`config.mk`:
```
export PLATFORM = sky130hd
export DESIGN_NAME = tsc_codec
export DESIGN_NICKNAME = d
export VERILOG_FILES = /design/src/rtl/tsc_pkg.sv /design/src/rtl/tsc_xor_acc.sv /design/src/rtl/tsc_range_chk.sv /design/src/rtl/tsc_codec.sv
export SDC_FILE = /design/constraint.sdc
export NUM_CORES = 1
export LEC_CHECK = 0
export BUFFER_PORTS_ARGS = -buffer_cell sky130_fd_sc_hd__buf_4
export CELL_PAD_IN_SITES_DETAIL_PLACEMENT = 0
export CELL_PAD_IN_SITES_GLOBAL_PLACEMENT = 1
export CORE_MARGIN = 5
export CORE_UTILIZATION = 47
export CTS_CLUSTER_DIAMETER = 200
export DETAILED_ROUTE_END_ITERATION = 6
export PLACE_DENSITY_LB_ADDON = 0.1
export REMOVE_ABC_BUFFERS = 1
export SLEW_MARGIN = 20
export SYNTH_ARGS = -nofsm -noshare
export SYNTH_HDL_FRONTEND = slang
export SYNTH_HIERARCHICAL = 1
export SYNTH_SLANG_ARGS = --single-unit
export TNS_END_PERCENT = 50
```
`constraint.sdc`:
```
create_clock -name clk -period 7.1 [get_ports clk]
set_clock_uncertainty 0.05 [all_clocks]
set_input_delay 0.355 -clock clk [delete_from_list [all_inputs] [get_ports clk]]
set_output_delay 0.355 -clock clk [all_outputs]
set_load 0.05 [all_outputs]
```
`src/rtl/tsc_pkg.sv`:
```
// Constants and types for the timing and survey configuration message codec
// What this block does
// - Frames start 0x10, id 0x91, subpacket, 16-bit length of mode, data, checksum.
// - Frames end with checksum byte, then 0x10, then 0x03.
// - Survey query: subpacket 0x04, mode 0, length 2, checksum follows mode.
// - Timing response: subpacket 0x03, mode 2, length 0x0013, set-form byte order.
// - Time base bits 2:0 pick constellation 0..4; bit 3 selects its UTC.
// - Pulse reference byte encoded like time base, bit 3 selects UTC.
// - Pulse mask bits 2:0: off, always, with fix, when timing valid.
// - Pulse mask bit 3: 0 positive pulses, 1 negative pulses.
// - Pulse mask bit 4: 0 one pulse per second, 1 even two-second pulse.
// - Pulse mask bit 5 on oscillator variant only: frequency or phase steering.
// - Bytes 9-12 carry pulse rate on oscillator variant, else all ones.
// - Bytes 13-14 pulse width ms, MSB first; bytes 15-22 offset double.
// - Survey mask bit 0 set restarts the survey; clear is ignored.
// - Survey mask bit 1 enables the survey, clear disables it.
// - Survey mask bit 3 stores surveyed position when survey completes.
// - Configured fix count is averaged, then used for clock-only fixes.
// - Response restart bit reads 1 only after a restarting set.
package tsc_pkg;

  // ----------------------------------------
  // Framing bytes
  // ----------------------------------------
  localparam logic [7:0]  START_BYTE  = 8'h10;
  localparam logic [7:0]  PACKET_ID   = 8'h91;
  localparam logic [7:0]  SUB_TIMING  = 8'h03;
  localparam logic [7:0]  SUB_SURVEY  = 8'h04;
  localparam logic [7:0]  MODE_QUERY  = 8'h00;
  localparam logic [7:0]  MODE_SET    = 8'h01;
  localparam logic [7:0]  MODE_RESP   = 8'h02;
  localparam logic [7:0]  END_BYTE1   = 8'h10;
  localparam logic [7:0]  END_BYTE2   = 8'h03;
  localparam logic [15:0] LEN_QUERY   = 16'h0002;
  localparam logic [15:0] LEN_SURVEY  = 16'h000B;
  localparam logic [15:0] LEN_TIMING  = 16'h0013;

  // ----------------------------------------
  // Byte positions
  // ----------------------------------------
  localparam logic [3:0] BODY_LAST_QUERY  = 4'h0;
  localparam logic [3:0] BODY_LAST_SET    = 4'h9;
  localparam logic [4:0] POS_DATA         = 5'h06;
  localparam logic [4:0] POS_CSUM_SURVEY  = 5'h0F;
  localparam logic [4:0] POS_CSUM_TIMING  = 5'h17;
  localparam logic [4:0] POS_LAST_SURVEY  = 5'h11;
  localparam logic [4:0] POS_LAST_TIMING  = 5'h19;

  // ----------------------------------------
  // Field bits
  // ----------------------------------------
  localparam int BIT_UTC      = 3;
  localparam int BIT_POLARITY = 3;
  localparam int BIT_CADENCE  = 4;
  localparam int BIT_STEER    = 5;
  localparam int BIT_RESTART  = 0;
  localparam int BIT_ENABLE   = 1;
  localparam int BIT_SAVE     = 3;

  // ----------------------------------------
  // Limits and reset values
  // ----------------------------------------
  localparam logic [31:0] FIX_DEFAULT  = 32'h0000_07D0;
  localparam logic [31:0] FIX_MIN      = 32'h0000_0001;
  localparam logic [31:0] FIX_MAX      = 32'h0002_A300;
  localparam logic [15:0] UNC_DEFAULT  = 16'h0028;
  localparam logic [15:0] UNC_MIN      = 16'h0003;
  localparam logic [15:0] UNC_MAX      = 16'h03E8;
  localparam logic [31:0] RATE_NONE    = 32'hFFFF_FFFF;

  typedef enum logic [3:0] {
    RX_IDLE, RX_PID, RX_SUB, RX_LENH, RX_LENL, RX_BODY, RX_CSUM, RX_END1, RX_END2
  } tsc_rx_state_t;

endpackage

```
`src/rtl/tsc_xor_acc.sv`:
```
// Running XOR checksum over a byte stream
`timescale 1ns/1ps
module tsc_xor_acc (
  // Clock and reset
  input  wire logic       clk,
  input  wire logic       resetn,
  // Control
  input  wire logic       clear,
  input  wire logic       enable,
  input  wire logic [7:0] data,
  // Result
  output logic      [7:0] acc
);

  // ----------------------------------------
  // Accumulator
  // ----------------------------------------
  always_ff @(posedge clk) begin
    if (!resetn || clear) begin
      acc <= 8'h00;
    end else if (enable) begin
      acc <= acc ^ data;
    end
  end

endmodule

```
`src/rtl/tsc_range_chk.sv`:
```
// Inclusive range check of an unsigned field
`timescale 1ns/1ps
module tsc_range_chk #(
  parameter int           W  = 16,
  parameter logic [W-1:0] LO = '0,
  parameter logic [W-1:0] HI = '1
) (
  // Field under test
  input  wire logic [W-1:0] value,
  // Verdict
  output wire logic         ok
);

  if (LO > HI) begin : g_chk
    $error("tsc_range_chk: LO above HI");
  end

  assign ok = (value >= LO) && (value <= HI);

endmodule

```
`src/rtl/tsc_codec.sv`:
```
// Frame parser, survey configuration store and response sender
`timescale 1ns/1ps
module tsc_codec #(
  parameter int BODY_BYTES = 10
) (
  // Clock and reset
  input  wire logic        clk,
  input  wire logic        resetn,
  // Received bytes from the serial link
  input  wire logic        rx_valid,
  input  wire logic [7:0]  rx_data,
  // Bytes to the serial link
  output logic             tx_valid,
  output logic      [7:0]  tx_data,
  input  wire logic        tx_ready,
  // Timing output configuration held elsewhere
  input  wire logic [7:0]  time_base_cfg,
  input  wire logic [7:0]  pulse_time_reference,
  input  wire logic [7:0]  pulse_output_control,
  input  wire logic [31:0] pulse_rate_hz,
  input  wire logic [15:0] pulse_width_ms,
  input  wire logic [63:0] pulse_offset_s,
  input  wire logic        osc_variant,
  // Decoded timing controls
  output logic      [2:0]  time_constellation,
  output logic             time_utc,
  output logic      [2:0]  pulse_ref_constellation,
  output logic             pulse_ref_utc,
  output logic      [2:0]  pulse_condition,
  output logic             pulse_negative,
  output logic             even_two_second_pulse,
  output logic             phase_steer,
  // Position fixes from the navigation engine
  input  wire logic        fix_valid,
  // Survey configuration and state
  output logic             survey_enable,
  output logic             save_position,
  output logic      [31:0] survey_fix_count,
  output logic      [15:0] horiz_uncertainty,
  output logic      [15:0] vert_uncertainty,
  output logic             survey_restart,
  output logic             survey_active,
  output logic      [31:0] survey_fix_tally,
  output logic             overdetermined_mode,
  output logic             position_stored,
  // Frame status pulses
  output logic             frame_error,
  output logic             set_rejected
);

  if (BODY_BYTES < 10) begin : g_chk
    $error("tsc_codec: BODY_BYTES must hold mode and nine data bytes");
  end

  // ----------------------------------------
  // Receive state
  // ----------------------------------------
  tsc_pkg::tsc_rx_state_t state;
  tsc_pkg::tsc_rx_state_t next_state;
  logic [7:0]  sub_id;
  logic [7:0]  len_hi;
  logic [3:0]  body_last;
  logic [3:0]  body_cnt;
  logic [7:0]  body [BODY_BYTES];
  logic        csum_ok;
  logic [7:0]  rx_acc;

  wire  [15:0] len_word   = {len_hi, rx_data};
  wire         len_query  = (len_word == tsc_pkg::LEN_QUERY);
  wire         len_set    = (len_word == tsc_pkg::LEN_SURVEY) && (sub_id == tsc_pkg::SUB_SURVEY);
  wire         len_ok     = len_query || len_set;
  wire         rx_sum_en  = rx_valid && (state inside {tsc_pkg::RX_PID, tsc_pkg::RX_SUB, tsc_pkg::RX_LENH,
                                                       tsc_pkg::RX_LENL, tsc_pkg::RX_BODY});
  wire         rx_end     = rx_valid && (state == tsc_pkg::RX_END2);
  wire         frame_done = rx_end && (rx_data == tsc_pkg::END_BYTE2) && csum_ok;
  wire         frame_bad  = rx_end && (rx_data == tsc_pkg::END_BYTE2) && !csum_ok;

  // Plain framing with no byte stuffing: a 0x10 inside data is taken literally
  always_comb begin
    next_state = state;
    if (rx_valid) begin
      case (state)
        tsc_pkg::RX_IDLE: begin
          if (rx_data == tsc_pkg::START_BYTE) next_state = tsc_pkg::RX_PID;
        end
        tsc_pkg::RX_PID: begin
          next_state = (rx_data == tsc_pkg::PACKET_ID) ? tsc_pkg::RX_SUB : tsc_pkg::RX_IDLE;
        end
        tsc_pkg::RX_SUB:  next_state = tsc_pkg::RX_LENH;
        tsc_pkg::RX_LENH: next_state = tsc_pkg::RX_LENL;
        tsc_pkg::RX_LENL: begin
          next_state = len_ok ? tsc_pkg::RX_BODY : tsc_pkg::RX_IDLE;
        end
        tsc_pkg::RX_BODY: begin
          if (body_cnt == body_last) next_state = tsc_pkg::RX_CSUM;
        end
        tsc_pkg::RX_CSUM: next_state = tsc_pkg::RX_END1;
        tsc_pkg::RX_END1: begin
          next_state = (rx_data == tsc_pkg::END_BYTE1) ? tsc_pkg::RX_END2 : tsc_pkg::RX_IDLE;
        end
        tsc_pkg::RX_END2: next_state = tsc_pkg::RX_IDLE;
        default:          next_state = tsc_pkg::RX_IDLE;
      endcase
    end
  end

  always_ff @(posedge clk) begin
    if (!resetn) begin
      state <= tsc_pkg::RX_IDLE;
    end else begin
      state <= next_state;
    end
  end

  always_ff @(posedge clk) begin
    if (!resetn) begin
      sub_id    <= 8'h00;
      len_hi    <= 8'h00;
      body_last <= 4'h0;
      body_cnt  <= 4'h0;
      csum_ok   <= 1'b0;
    end else if (rx_valid) begin
      if (state == tsc_pkg::RX_SUB) sub_id <= rx_data;
      if (state == tsc_pkg::RX_LENH) len_hi <= rx_data;
      if (state == tsc_pkg::RX_LENL) body_last <= 4'(rx_data - 8'h02);
      body_cnt <= (state == tsc_pkg::RX_BODY) ? body_cnt + 4'h1 : 4'h0;
      if (state == tsc_pkg::RX_CSUM) csum_ok <= (rx_data == rx_acc);
    end
  end

  always_ff @(posedge clk) begin
    if (rx_valid && state == tsc_pkg::RX_BODY) body[body_cnt] <= rx_data;
  end

  // XOR from packet id through the last data byte
  tsc_xor_acc u_rx_sum (
    .clk    (clk),
    .resetn (resetn),
    .clear  (state == tsc_pkg::RX_IDLE),
    .enable (rx_sum_en),
    .data   (rx_data),
    .acc    (rx_acc)
  );

  // ----------------------------------------
  // Command decode
  // ----------------------------------------
  wire        mode_query = (body[0] == tsc_pkg::MODE_QUERY) && (body_last == tsc_pkg::BODY_LAST_QUERY);
  wire        mode_set   = (body[0] == tsc_pkg::MODE_SET) && (body_last == tsc_pkg::BODY_LAST_SET);
  wire        is_s_query = (sub_id == tsc_pkg::SUB_SURVEY) && mode_query;
  wire        is_s_set   = (sub_id == tsc_pkg::SUB_SURVEY) && mode_set;
  wire        is_t_query = (sub_id == tsc_pkg::SUB_TIMING) && mode_query;
  wire [7:0]  set_mask   = body[1];
  wire [31:0] set_fixes  = {body[2], body[3], body[4], body[5]};
  wire [15:0] set_horiz  = {body[6], body[7]};
  wire [15:0] set_vert   = {body[8], body[9]};
  wire        fix_ok;
  wire        horiz_ok;
  wire        vert_ok;
  wire        set_ok     = fix_ok && horiz_ok && vert_ok;
  wire        apply      = frame_done && is_s_set && set_ok;
  wire        restart    = apply && set_mask[tsc_pkg::BIT_RESTART];

  tsc_range_chk #(.W(32), .LO(tsc_pkg::FIX_MIN), .HI(tsc_pkg::FIX_MAX)) u_fix_chk (
    .value (set_fixes),
    .ok    (fix_ok)
  );

  tsc_range_chk #(.W(16), .LO(tsc_pkg::UNC_MIN), .HI(tsc_pkg::UNC_MAX)) u_horiz_chk (
    .value (set_horiz),
    .ok    (horiz_ok)
  );

  tsc_range_chk #(.W(16), .LO(tsc_pkg::UNC_MIN), .HI(tsc_pkg::UNC_MAX)) u_vert_chk (
    .value (set_vert),
    .ok    (vert_ok)
  );

  always_ff @(posedge clk) begin
    if (!resetn) begin
      frame_error  <= 1'b0;
      set_rejected <= 1'b0;
    end else begin
      frame_error  <= frame_bad;
      set_rejected <= frame_done && is_s_set && !set_ok;
    end
  end

  // ----------------------------------------
  // Survey configuration store
  // ----------------------------------------
  always_ff @(posedge clk) begin
    if (!resetn) begin
      survey_enable     <= 1'b1;
      save_position     <= 1'b0;
      survey_fix_count  <= tsc_pkg::FIX_DEFAULT;
      horiz_uncertainty <= tsc_pkg::UNC_DEFAULT;
      vert_uncertainty  <= tsc_pkg::UNC_DEFAULT;
      survey_restart    <= 1'b0;
    end else begin
      survey_restart <= restart;
      if (apply) begin
        survey_enable     <= set_mask[tsc_pkg::BIT_ENABLE];
        save_position     <= set_mask[tsc_pkg::BIT_SAVE];
        survey_fix_count  <= set_fixes;
        horiz_uncertainty <= set_horiz;
        vert_uncertainty  <= set_vert;
      end
    end
  end

  // ----------------------------------------
  // Survey progress
  // ----------------------------------------
  // Averaging itself lives in the navigation engine; this tracks the fix count
  wire survey_last = (survey_fix_tally + 32'h1) >= survey_fix_count;

  always_ff @(posedge clk) begin
    if (!resetn) begin
      survey_active       <= 1'b1;
      survey_fix_tally    <= 32'h0;
      overdetermined_mode <= 1'b0;
      position_stored     <= 1'b0;
    end else if (restart) begin
      survey_active       <= set_mask[tsc_pkg::BIT_ENABLE];
      survey_fix_tally    <= 32'h0;
      overdetermined_mode <= 1'b0;
      position_stored     <= 1'b0;
    end else if (apply && !set_mask[tsc_pkg::BIT_ENABLE]) begin
      survey_active <= 1'b0;
    end else if (survey_active && fix_valid) begin
      survey_fix_tally <= survey_fix_tally + 32'h1;
      if (survey_last) begin
        survey_active       <= 1'b0;
        overdetermined_mode <= 1'b1;
        position_stored     <= save_position;
      end
    end
  end

  // ----------------------------------------
  // Timing control decode
  // ----------------------------------------
  always_ff @(posedge clk) begin
    if (!resetn) begin
      time_constellation      <= 3'h0;
      time_utc                <= 1'b0;
      pulse_ref_constellation <= 3'h0;
      pulse_ref_utc           <= 1'b0;
      pulse_condition         <= 3'h0;
      pulse_negative          <= 1'b0;
      even_two_second_pulse   <= 1'b0;
      phase_steer             <= 1'b0;
    end else begin
      time_constellation      <= time_base_cfg[2:0];
      time_utc                <= time_base_cfg[tsc_pkg::BIT_UTC];
      pulse_ref_constellation <= pulse_time_reference[2:0];
      pulse_ref_utc           <= pulse_time_reference[tsc_pkg::BIT_UTC];
      pulse_condition         <= pulse_output_control[2:0];
      pulse_negative          <= pulse_output_control[tsc_pkg::BIT_POLARITY];
      even_two_second_pulse   <= pulse_output_control[tsc_pkg::BIT_CADENCE];
      phase_steer             <= osc_variant && pulse_output_control[tsc_pkg::BIT_STEER];
    end
  end

  // ----------------------------------------
  // Pending responses
  // ----------------------------------------
  // One of each kind may wait; a repeat before sending merges into it
  logic pend_survey;
  logic pend_timing;
  logic pend_restart;
  wire  tx_start   = !tx_valid && (pend_survey || pend_timing);
  wire  take_surv  = tx_start && pend_survey;
  wire  take_time  = tx_start && !pend_survey;
  wire  req_survey = frame_done && (is_s_query || is_s_set);
  wire  req_timing = frame_done && is_t_query;

  always_ff @(posedge clk) begin
    if (!resetn) begin
      pend_survey  <= 1'b0;
      pend_timing  <= 1'b0;
      pend_restart <= 1'b0;
    end else begin
      pend_survey  <= (pend_survey && !take_surv) || req_survey;
      pend_timing  <= (pend_timing && !take_time) || req_timing;
      pend_restart <= (pend_restart && !take_surv) || restart;
    end
  end

  // ----------------------------------------
  // Response payload
  // ----------------------------------------
  wire [7:0]   resp_smask  = {4'h0, save_position, 1'b0, survey_enable, pend_restart};
  wire [7:0]   resp_pmask  = osc_variant ? pulse_output_control
                                         : (pulse_output_control & ~(8'h01 << tsc_pkg::BIT_STEER));
  wire [31:0]  resp_rate   = osc_variant ? pulse_rate_hz : tsc_pkg::RATE_NONE;
  wire [135:0] snap_survey = {resp_smask, survey_fix_count, horiz_uncertainty, vert_uncertainty, 64'h0};
  wire [135:0] snap_timing = {time_base_cfg, pulse_time_reference, resp_pmask, resp_rate,
                              pulse_width_ms, pulse_offset_s};

  // ----------------------------------------
  // Transmit sequencer
  // ----------------------------------------
  logic [135:0] tx_snap;
  logic         tx_timing;
  logic [4:0]   tx_idx;
  logic [7:0]   tx_acc;

  wire         tx_take   = tx_valid && tx_ready;
  wire [4:0]   csum_pos  = tx_timing ? tsc_pkg::POS_CSUM_TIMING : tsc_pkg::POS_CSUM_SURVEY;
  wire [4:0]   last_pos  = tx_timing ? tsc_pkg::POS_LAST_TIMING : tsc_pkg::POS_LAST_SURVEY;
  wire [15:0]  tx_len    = tx_timing ? tsc_pkg::LEN_TIMING : tsc_pkg::LEN_SURVEY;
  wire [7:0]   tx_sub    = tx_timing ? tsc_pkg::SUB_TIMING : tsc_pkg::SUB_SURVEY;
  wire [4:0]   data_off  = tx_idx - tsc_pkg::POS_DATA;
  wire [135:0] snap_sh   = tx_snap << {data_off, 3'b000};
  wire [7:0]   data_byte = snap_sh[135:128];
  wire         tx_sum_en = tx_take && (tx_idx >= 5'h02) && (tx_idx <= csum_pos);
  wire [7:0]   tx_byte   = (tx_idx == 5'h01) ? tsc_pkg::PACKET_ID :
                           (tx_idx == 5'h02) ? tx_sub :
                           (tx_idx == 5'h03) ? tx_len[15:8] :
                           (tx_idx == 5'h04) ? tx_len[7:0] :
                           (tx_idx == 5'h05) ? tsc_pkg::MODE_RESP :
                           (tx_idx <  csum_pos) ? data_byte :
                           (tx_idx == csum_pos) ? (tx_acc ^ tx_data) :
                           (tx_idx == csum_pos + 5'h01) ? tsc_pkg::END_BYTE1 :
                           tsc_pkg::END_BYTE2;

  always_ff @(posedge clk) begin
    if (!resetn) begin
      tx_valid  <= 1'b0;
      tx_data   <= 8'h00;
      tx_idx    <= 5'h00;
      tx_timing <= 1'b0;
      tx_snap   <= 136'h0;
    end else if (tx_start) begin
      tx_valid  <= 1'b1;
      tx_data   <= tsc_pkg::START_BYTE;
      tx_idx    <= 5'h01;
      tx_timing <= !pend_survey;
      tx_snap   <= pend_survey ? snap_survey : snap_timing;
    end else if (tx_take) begin
      if (tx_idx > last_pos) begin
        tx_valid <= 1'b0;
      end else begin
        tx_data <= tx_byte;
        tx_idx  <= tx_idx + 5'h01;
      end
    end
  end

  tsc_xor_acc u_tx_sum (
    .clk    (clk),
    .resetn (resetn),
    .clear  (tx_start),
    .enable (tx_sum_en),
    .data   (tx_data),
    .acc    (tx_acc)
  );

endmodule

```
==> flow_summary.ini <==
[clock_network]
numCtsBuffers = 42
clock_sinks = 392
cts.repair.resized = 0
clockBufferDepth = 3
clock_latency_ns = 0.56
cts_tree = done
cts-root-buf = clkbuf_16
clkTransAtPathRegs_ns = 0.06
cts_max_level = 2

[routing]
first_pass_iters = 5
drc = 0
drtIter0Drc = 1108
routedWlPerCell_um = 21.5
viasPerCell = 5.67
via_count = 15000
antenna_left = 0
route.final.wire_length_mm = 57.1

[global_route]
grt_pass1_wl_mm = 87.5
track_usage_pct = 26.7
grt_use_met3_pct = 5.73
grt_overflow = 0
first_global_vias = 14800
antenna_found_initial = 4
met1_usage_pct = 35.7
top_usage_layer = met2
met2_usage_pct = 44.0
grt_max_degree = 79

[setup_path]
crit_type = register to register
critical_path_required_ns = 7.49
r2r-end = position_stored
critical_path_arrival_ns = 4.28
regToRegSetupSlack_ns = 3.22
worstSetupEndpointType = register
start_kind = register
crit_fanout = 12
reg2reg_depth = 13
r2r_start = survey_fix_tally[8]

[final_layout]
final_nets = 2305
area_delta_synth_final_pct = 25.7
fin_cells = 2649
fin_util_pct = 59.6
drive_gt1_share_pct = 20.5
layout_commonest_cell = dfxtp_1
fillCellCount = 3319
final_cell_mix = dfxtp_1 (314), buf_4 (296), nand2_1 (223)
final_cell_area_um2 = 22300

[power]
ir_worst_vdd_mv = 0.203
p_sw_share_pct = 21.8
share_comb_of_total_power_pct = 4.9
internal-power_uw = 3650
power_per_cell_area_nw_per_um2 = 209
p_leak_uw = 0.00834
p_clk_share_pct = 46.5
switchingPower_uw = 1020
p_seq_share_pct = 48.6

[sta]
fmax_mhz = 258
tightest_slew_ns = 1.01
min_period_over_period_pct = 54.7
setup_viol = 0
hold_violations = 0
rsz0062_at_grt = no
relSlewSlack_pct = 32.6
maxSlewViolCount = 0
worst_hold_slack_ns = 0.0670
fin_crit_ns = 3.88

[synthesis]
synthFlopType = dfxtp_1
synth_edf_count = 75
yosys_warnings = 6
ys_seq_elements = 392
netlist_area_um2 = 17800
synth_cells = 1804
synth_seq_area_share_pct = 48.4
syn_avg_cell_area_um2 = 9.85
async_flop_share_pct = 0
synth_cell_type_count = 81

[placed_design]
gp_congestion = 0.905
place_area_um2 = 20200
hpwl_mm = 39.8
post-place-cells = 2491
numPortBuffers = 276

[floorplan]
fp.coreArea_um2 = 37500
die_h_um = 204
initial_core_util_pct = 47.4
io_pins = 277
die_area_um2 = 41800
dieWidth_um = 204
fp-row-count = 71

[hold_path]
whs_path_depth = 3
min_from = rx_valid
worstHoldPathType = primary input to register
min_to = frame_error

[status]
status = finished clean

[run]
cap_violations = 0
## how the worst max path moves through the flow
stage,slack [ns],from,cells after the start,endpoint
after floorplan,-2.06,pend_survey,5,tx_data[0]
after global routing,2.90,survey_fix_tally[8],13,position_stored
after detailed placement,3.24,survey_fix_tally[8],13,position_stored
final,3.22,survey_fix_tally[8],13,position_stored
after CTS,3.22,survey_fix_tally[8],13,position_stored
after global placement,3.36,survey_fix_tally[8],13,position_stored
## per-stage QoR
step	power (uW)	worst slack (ns)	setup TNS [ns]
6_report	4680	3.22	0
5_1_grt	4820	2.90	0
4_1_cts	4720	3.22	0
3_5_place_dp	2510	3.24	0
3_3_place_gp	2510	3.36	0
2_1_floorplan	2380	-2.06	-136.09
## flip-flops by register name, summed over array words and instances (netlist names), 3 cells and up
name,cells
body,75
body_cnt,4
body_last,4
horiz_uncertainty,16
len_hi,8
pulse_condition,3
pulse_ref_constellation,3
state,4
sub_id,8
survey_fix_count,32
survey_fix_tally,32
time_constellation,3
tx_data,8
tx_idx,5
tx_snap,136
u_rx_sum/acc,8
u_tx_sum/acc,8
vert_uncertainty,16
## worst max-delay path: stages (launching register included)
cell and delay, ns:
dfxtp_1 0.47, nand2_1 0.15, nor4_4 0.61, nand4_2 0.24, or2_0 0.37, nor2_1 0.17
xor2_1 0.09, ha_1 0.31, nand4_1 0.16, or4_1 0.57, a21oi_1 0.12, o21ai_0 0.11
a21o_1 0.22, mux2i_1 0.12
## power by group through the flow
stage               sequential, uW  combinational (uW)  clock (uW)
floorplan                     2340                43.2           0
global placement              2320                 188           0
detailed placement            2320                 188           0
CTS                           2270                 227        2220
global route                  2270                 243        2310
finish                        2270                 228        2170
## layout make-up
cell class	instances	area, um^2	share of cell area [%]
sequential	392	8600	38.5
multi-input combinational	1239	8500	38.0
timing repair buffer	379	3050	13.7
clock buffer	58	1190	5.34
tap	511	639	2.86
inverter	53	203	0.907
clock inverter	16	155	0.694
antenna	1	2.50	0.0112
## cells by family (layout without fill, tap and decap cells)
family / count (synthesis) / after routing / share of synthesized area, %
AO/OA/AOI/OAI: 412 / 412 / 16.0
adder cells (fa/ha/maj): 48 / 48 / 3.38
other: 0 / 1 / 0
multiplexers: 90 / 90 / 7.40
flip-flops: 392 / 392 / 48.4
buffers and inverters: 173 / 506 / 4.02
XOR/XNOR: 82 / 82 / 4.04
AND/OR/NAND/NOR: 607 / 607 / 16.8
## synthesized netlist by cell type (33+ instances only)
cell type | number | area share [%]
a22o_1 | 70 | 3.4
mux2i_1 | 55 | 3.1
mux4_2 | 33 | 4.2
edfxtp_1 | 75 | 13
clkbuf_1 | 84 | 1.8
ha_1 | 48 | 3.4
nand3_1 | 44 | 1.2
inv_1 | 51 | 1.1
a21oi_1 | 155 | 4.4
a211oi_1 | 39 | 1.6
nand2_1 | 224 | 4.7
nor3_1 | 34 | 0.96
xnor2_1 | 62 | 3.1
dfxtp_1 | 317 | 36
nor2_1 | 128 | 2.7
## layer usage
layer | vias up | part of all wire, %
li1 | 7169 | -
met1 | 7260 | 43
met2 | 488 | 47
met3 | 102 | 6.8
met4 | 6 | 3.0
met5 | - | 0.081
## repair_timing
action | CTS | global route
setup endpoints to repair | 0 | 0
hold buffers | 83 | 0
endpoints found under the hold margin | 82 | 0
buffers inserted | 0 | 0
Note: power is estimated with default switching activity, not from simulation.
